### src/rtl/tmc4_consts.vh
`ifndef TMC4_CONSTS_VH
`define TMC4_CONSTS_VH

// ----------------------------------------------------------------
// Register offsets
// ----------------------------------------------------------------
`define TMC4_OFF_CFG4 8'h7D
`define TMC4_OFF_CFG5 8'h7C
`define TMC4_OFF_LOCK 8'h40
`define TMC4_OFF_TEST1 8'h7E
`define TMC4_OFF_TEST2 8'h7F

// ----------------------------------------------------------------
// Reset values
// ----------------------------------------------------------------
`define TMC4_RST_CFG4 8'h00
`define TMC4_RST_CFG5 8'h01
`define TMC4_RST_TEST 8'h00

// ----------------------------------------------------------------
// Field positions
// ----------------------------------------------------------------
`define TMC4_ROLE_LSB 0
`define TMC4_ROLE_MSB 1
`define TMC4_KILL_BIT 2
`define TMC4_CEIL_BIT 3
`define TMC4_BYP_LSB 4
`define TMC4_BYP_MSB 7
`define TMC4_FMT_BIT 0
`define TMC4_LOCK_BIT 1

// ----------------------------------------------------------------
// Pin role codes and disabled-limit codes
// ----------------------------------------------------------------
`define TMC4_ROLE_TACH 2'h0
`define TMC4_ROLE_OVT 2'h1
`define TMC4_ROLE_ALERT 2'h2
`define TMC4_ROLE_GPIO 2'h3
`define TMC4_LIM_OFF_OFS64 8'h00
`define TMC4_LIM_OFF_TWOS 8'h80

`endif

### src/rtl/tmc4_limit_check.v
`timescale 1ns/1ps
`default_nettype none
`include "tmc4_consts.vh"

module tmc4_limit_check (
    input wire [7:0] limit,
    input wire signedFormat,
    output wire limitOff
);

    // ----------------------------------------------------------------
    // Lowest code of the active temperature format disables the limit
    // ----------------------------------------------------------------
    assign limitOff = signedFormat ?
        (limit == `TMC4_LIM_OFF_TWOS) :
        (limit == `TMC4_LIM_OFF_OFS64); // RL3 RL9

endmodule
`default_nettype wire

### src/rtl/tmc4_config_regs.v
`timescale 1ns/1ps
`default_nettype none
`include "tmc4_consts.vh"

// Notes on behaviour
// (RL1) Two-bit field picks shared pin role: tach, overtemp, alert, GPIO.
// (RL2) Bit 2 set kills the overtemp output on all channels.
// (RL3) Limit at lowest format code disables that channel's overtemp limit.
// (RL4) Bit 3 picks full speed or per-fan maximum duty on overtemp.
// (RL5) Bits 4 to 7 bypass attenuators of 2.5V, core, 5V, 12V channels.
// (RL6) Lock bit set makes this configuration register read-only.
// (RL7) Test registers 0x7E and 0x7F are read-only and read zero.
// (RL8) Software should not write the test registers.
// (RL9) Format bit selects twos complement or offset-64 temperatures.
// (RL10) Writes to the test registers are ignored.
module tmc4_config_regs (
    input wire mclk,
    input wire rst,
    input wire [7:0] regAddr,
    input wire [7:0] regWdata,
    input wire regWrite,
    input wire regRead,
    output reg [7:0] regRdata,
    input wire [23:0] overtempLimits,
    input wire [2:0] overtempRaw,
    input wire [23:0] fanMaxDuty,
    output reg [1:0] sharedPinRoleSelect,
    output reg fanFourTachSel,
    output reg overtempSignalSel,
    output reg alertSel,
    output reg gpioSel,
    output reg overtempOutput,
    output reg overtempFanCeilingSelect,
    output reg [23:0] fanOvertempDuty,
    output reg [3:0] bypassAtt,
    output reg signedTempFormat,
    output reg configLocked
);

    // ----------------------------------------------------------------
    // Storage
    // ----------------------------------------------------------------
    reg [7:0] cfgFour;
    reg [7:0] cfgFive;
    wire [2:0] limitOff;
    wire [7:0] next_cfgFour;
    reg [7:0] next_rdata;
    reg [2:0] chanTrip;
    integer i;

    function isAddr;
        input [7:0] a;
        input [7:0] b;
        begin
            isAddr = (a == b);
        end
    endfunction

    // ----------------------------------------------------------------
    // Per-channel limit disable detection
    // ----------------------------------------------------------------
    genvar g;
    generate
        for (g = 0; g < 3; g = g + 1) begin : gChan
            tmc4_limit_check uCheck (
                .limit(overtempLimits[8*g+7:8*g]),
                .signedFormat(cfgFive[`TMC4_FMT_BIT]),
                .limitOff(limitOff[g])
            );
        end
    endgenerate

    // ----------------------------------------------------------------
    // Register writes
    // ----------------------------------------------------------------
    assign next_cfgFour = (regWrite && !configLocked &&
        isAddr(regAddr, `TMC4_OFF_CFG4)) ? regWdata : cfgFour; // RL6

    always @(posedge mclk) begin
        if (rst) begin
            cfgFour <= `TMC4_RST_CFG4;
            cfgFive <= `TMC4_RST_CFG5;
            configLocked <= 1'b0;
        end else begin
            cfgFour <= next_cfgFour;
            if (regWrite && !configLocked &&
                isAddr(regAddr, `TMC4_OFF_CFG5)) begin
                cfgFive <= regWdata; // RL9
            end
            if (regWrite && isAddr(regAddr, `TMC4_OFF_LOCK) &&
                regWdata[`TMC4_LOCK_BIT]) begin
                configLocked <= 1'b1; // RL6
            end
        end
    end

    // ----------------------------------------------------------------
    // Read mux; test registers always read zero
    // ----------------------------------------------------------------
    always @* begin
        next_rdata = 8'h00;
        if (isAddr(regAddr, `TMC4_OFF_CFG4)) begin
            next_rdata = cfgFour;
        end else if (isAddr(regAddr, `TMC4_OFF_CFG5)) begin
            next_rdata = cfgFive;
        end else if (isAddr(regAddr, `TMC4_OFF_LOCK)) begin
            next_rdata = {6'h00, configLocked, 1'b0};
        end else if (isAddr(regAddr, `TMC4_OFF_TEST1) ||
            isAddr(regAddr, `TMC4_OFF_TEST2)) begin
            next_rdata = `TMC4_RST_TEST; // RL7 RL10
        end
    end

    always @(posedge mclk) begin
        if (rst) begin
            regRdata <= 8'h00;
        end else if (regRead) begin
            regRdata <= next_rdata;
        end else begin
            regRdata <= 8'h00;
        end
    end

    // ----------------------------------------------------------------
    // Overtemp qualification per channel
    // ----------------------------------------------------------------
    always @* begin
        for (i = 0; i < 3; i = i + 1) begin
            chanTrip[i] = overtempRaw[i] & ~limitOff[i]; // RL3
        end
    end

    // ----------------------------------------------------------------
    // Decoded outputs
    // ----------------------------------------------------------------
    always @(posedge mclk) begin
        if (rst) begin
            sharedPinRoleSelect <= `TMC4_ROLE_TACH;
            fanFourTachSel <= 1'b1;
            overtempSignalSel <= 1'b0;
            alertSel <= 1'b0;
            gpioSel <= 1'b0;
            overtempOutput <= 1'b0;
            overtempFanCeilingSelect <= 1'b0;
            fanOvertempDuty <= 24'hFFFFFF;
            bypassAtt <= 4'h0;
            signedTempFormat <= 1'b1;
        end else begin
            sharedPinRoleSelect <=
                next_cfgFour[`TMC4_ROLE_MSB:`TMC4_ROLE_LSB]; // RL1
            fanFourTachSel <= (next_cfgFour[1:0] == `TMC4_ROLE_TACH);
            overtempSignalSel <= (next_cfgFour[1:0] == `TMC4_ROLE_OVT);
            alertSel <= (next_cfgFour[1:0] == `TMC4_ROLE_ALERT);
            gpioSel <= (next_cfgFour[1:0] == `TMC4_ROLE_GPIO);
            overtempOutput <= ~next_cfgFour[`TMC4_KILL_BIT] &
                (|chanTrip); // RL2
            overtempFanCeilingSelect <= next_cfgFour[`TMC4_CEIL_BIT];
            fanOvertempDuty <= next_cfgFour[`TMC4_CEIL_BIT] ?
                fanMaxDuty : 24'hFFFFFF; // RL4
            bypassAtt <=
                next_cfgFour[`TMC4_BYP_MSB:`TMC4_BYP_LSB]; // RL5
            signedTempFormat <= cfgFive[`TMC4_FMT_BIT]; // RL9
        end
    end

endmodule
`default_nettype wire

### config.mk
export PLATFORM = sky130hd
export DESIGN_NAME = tmc4_config_regs
export DESIGN_NICKNAME = d
export VERILOG_FILES = /design/src/rtl/tmc4_limit_check.v /design/src/rtl/tmc4_config_regs.v
export VERILOG_INCLUDE_DIRS = /design/src /design/src/rtl
export SDC_FILE = /design/constraint.sdc
export NUM_CORES = 1
export LEC_CHECK = 0
export BUFFER_PORTS_ARGS = -buffer_cell sky130_fd_sc_hd__buf_2
export CORE_ASPECT_RATIO = 1.25
export CORE_MARGIN = 2
export CORE_UTILIZATION = 38
export DETAILED_ROUTE_END_ITERATION = 8
export PLACE_DENSITY_LB_ADDON = 0.08
export SLEW_MARGIN = 5
export SYNTH_ARGS = -nofsm -noshare
export SYNTH_HDL_FRONTEND = slang
export SYNTH_SLANG_ARGS = --single-unit
### constraint.sdc
create_clock -name mclk -period 2.1 [get_ports mclk]
set_input_delay 0.63 -clock mclk [delete_from_list [all_inputs] [get_ports mclk]]
set_output_delay 0.63 -clock mclk [all_outputs]
set_load 0.02 [all_outputs]
==> flow_summary.ini <==
[status]
outcome = complete, no violations

[worst_setup_path]
rrSetupSlack_ns = 0.69
worstSetupPathType = in -> reg
end_kind = flop
timing.critical_path.buf_inv = 2
crit_path_cell_trace = buf_2 > or4b_4 > nor3_4 > buf_12 > nor2b_1 > a211o_1
crit_required_ns = 2.29
start_kind = primary input
crit_arrival_ns = 1.93
critical_path.max_stage_delay_ns = 0.57
crit_fanout = 9
crit_family = simple AND/OR/NAND/NOR gates
cp_slowest_cell = or4b_4

[timing]
worst_pin_slew_ns = 0.424
period_needed_ns = 1.75
hold_viol_final = 0
rsz0062_at_grt = no
max_freq_ghz = 0.573
skew_ns = 0.00613
setup_viol = 0
min_period_over_period = 0.832
drv_slew = 0
finalSetupTns_ns = 0
relSlewSlack = 0.717

[layout]
mostFrequentLayoutCells = buf_2, dfxtp_1, nand2b_1, nor2_1, mux2i_1
final_cell_count_no_fill = 367
nNetsFinal = 376
synthToLayoutAreaGrowth_pct = 38.1
layout.cells.most_common = buf_2
diodes = 0
drive_gt1_frac = 0.446

[place]
globalplace.congestion = 0.734
io_buffers = 116
dp_hpwl_um = 3420
dp_cells = 360

[floorplanning]
die_h_um = 84.3
core_um2 = 5040
ios = 117
initial_core_util = 0.389
die_area_um2 = 5760
fp.dieW_um = 68.3
num_rows = 29

[route]
first_iter_violations = 57
avgViaCountPerCell = 4.67
drt_wl_total_um = 4310
drc_errors = 0
wl_per_cell_um = 11.7
first_pass_iters = 4
ant_nets = 0
vias = 1714

[clock_network]
ctsResizeCount = 0
cts_tree = done
hold_buffers = 0
clkTransAtPathRegs_ns = 0.09
clk_path_buf_depth = 2
root_buffer = clkbuf_8
insertion_delay_ns = 0.30
cts_buffers = 5
h-tree-depth = 2
post_cts.repair.setup_buffers = 0
clock-sinks = 55

[global_routing]
grt_max_degree = 25
antenna_found_initial = 0
grt_pass1_wl_um = 6800
overflow = 0
grt_pass1_vias = 1664
grt_use_total = 0.156

[logic_synthesis]
ys_warn_count = 0
synth.distinct_cells = 36
ys_ff_latch = 55
synth_area_um2 = 1960
syn_nets = 259
synth_area_per_cell_um2 = 10.4
synth-seq-area-share = 0.561
syn_inst = 188

[pwr]
power_density_nw_per_um2 = 640
peakVddDrop_uv = 439
p_leak_uw = 0.00116

[job]
maxCapViolCount = 0

[worst_hold_path]
hold_path_class = reg -> reg
final timing paths:
| path | cells after the start | startpoint | to |
|---|---|---|---|
| worst max-delay path | 6 | regAddr[1] | cfgFive[0] |
| worst min-delay path | 2 | cfgFive[5] | regRdata[5] |
| worst max register to register | 5 | configLocked | fanOvertempDuty[7] |
| worst min register to register | 2 | cfgFive[5] | regRdata[5] |
metrics by stage:
stage          total power (µW)  worst slack, ns   util  cell area, µm²  hold slack, ns
6_report                   1730            0.354  0.537            2710           0.503
3_5_place_dp               1180           0.0471  0.519            2620           0.485
3_3_place_gp               1180           0.0542  0.519            2620           0.474
2_1_floorplan              1100            0.104      -            1960           0.461
5_1_grt                    1820            0.313  0.537            2710           0.484
4_1_cts                    1770            0.357  0.537            2710           0.494
layout make-up:
cell class	count	area (µm²)
clock buffer	6	82.6
timing repair buffer	123	646
multi-input combinational	119	790
inverter	1	3.75
tap	62	77.6
clock inverter	1	8.76
fill	479	2330
sequential	55	1100
worst min-delay path: stages, from the launching register on:
cell	delay [ns]
dfxtp_1	0.33
a22oi_1	0.07
nor2_1	0.08
state kept, by name, summed over array words and instances (netlist names):
name	count
gpioSel	1
cfgFive	8
configLocked	1
overtempSignalSel	1
alertSel	1
cfgFour	8
overtempOutput	1
fanFourTachSel	1
fanOvertempDuty	24
regRdata	8
signedTempFormat	1
kinds of logic after synthesis:
kind of cell,after synthesis,synth area share
multiplexers,14,0.0714
AO/OA/AOI/OAI,18,0.0663
buffers and inverters,14,0.0383
AND/OR/NAND/NOR,84,0.249
XOR/XNOR,3,0.0134
flip-flops,55,0.561
synth_stat cells:
cell       number  area (µm²)
mux2i_1        14         140
nor2_1         25        93.8
nor3_2          1        10.0
a22oi_1         7        52.6
nor3b_1         2        15.0
clkbuf_1        6        22.5
o211ai_1        1        7.51
or4_1           1        7.51
nand3_1         7        35.0
nor3_1          4        20.0
dfxtp_1        55        1100
xnor2_1         3        26.3
nor2b_1         2        12.5
and3_1          1        6.26
or2b_1          1        7.51
a21oi_1         4        20.0
nand3b_1        2        15.0
buf_1           1        3.75
o31ai_1         1        7.51
a221oi_1        1        8.76
nand4_1         2        12.5
a211o_1         2        17.5
or2_2           1        6.26
buf_4           6        45.0
or3_1           1        6.26
a222oi_1        1        10.0
nand2b_1       25         156
nor4_1          3        18.8
a31oi_1         1        6.26
nand4bb_1       1        11.3
and4_1          1        8.76
and4bb_2        1        12.5
nand2_1         1        3.75
or4b_4          1        13.8
inv_1           1        3.75
nor3_4          1        16.3
power by group:
part	leakage, µW	internal, µW	switching [µW]
clock	0.0000477	266	312
combinational	0.000664	64.8	47.4
sequential	0.000444	1040	0.715
per-layer routing:
metal,routed length [µm],global-route usage,share of wire,vias to the layer above
li1,-,-,-,873
met1,1680,0.159,0.39,755
met2,2130,0.282,0.49,81
met3,452,0.0630,0.10,5
met4,46,0.0436,0.011,0
met5,0,0,0,-
No activity file was read; power rests on OpenSTA's default activity.
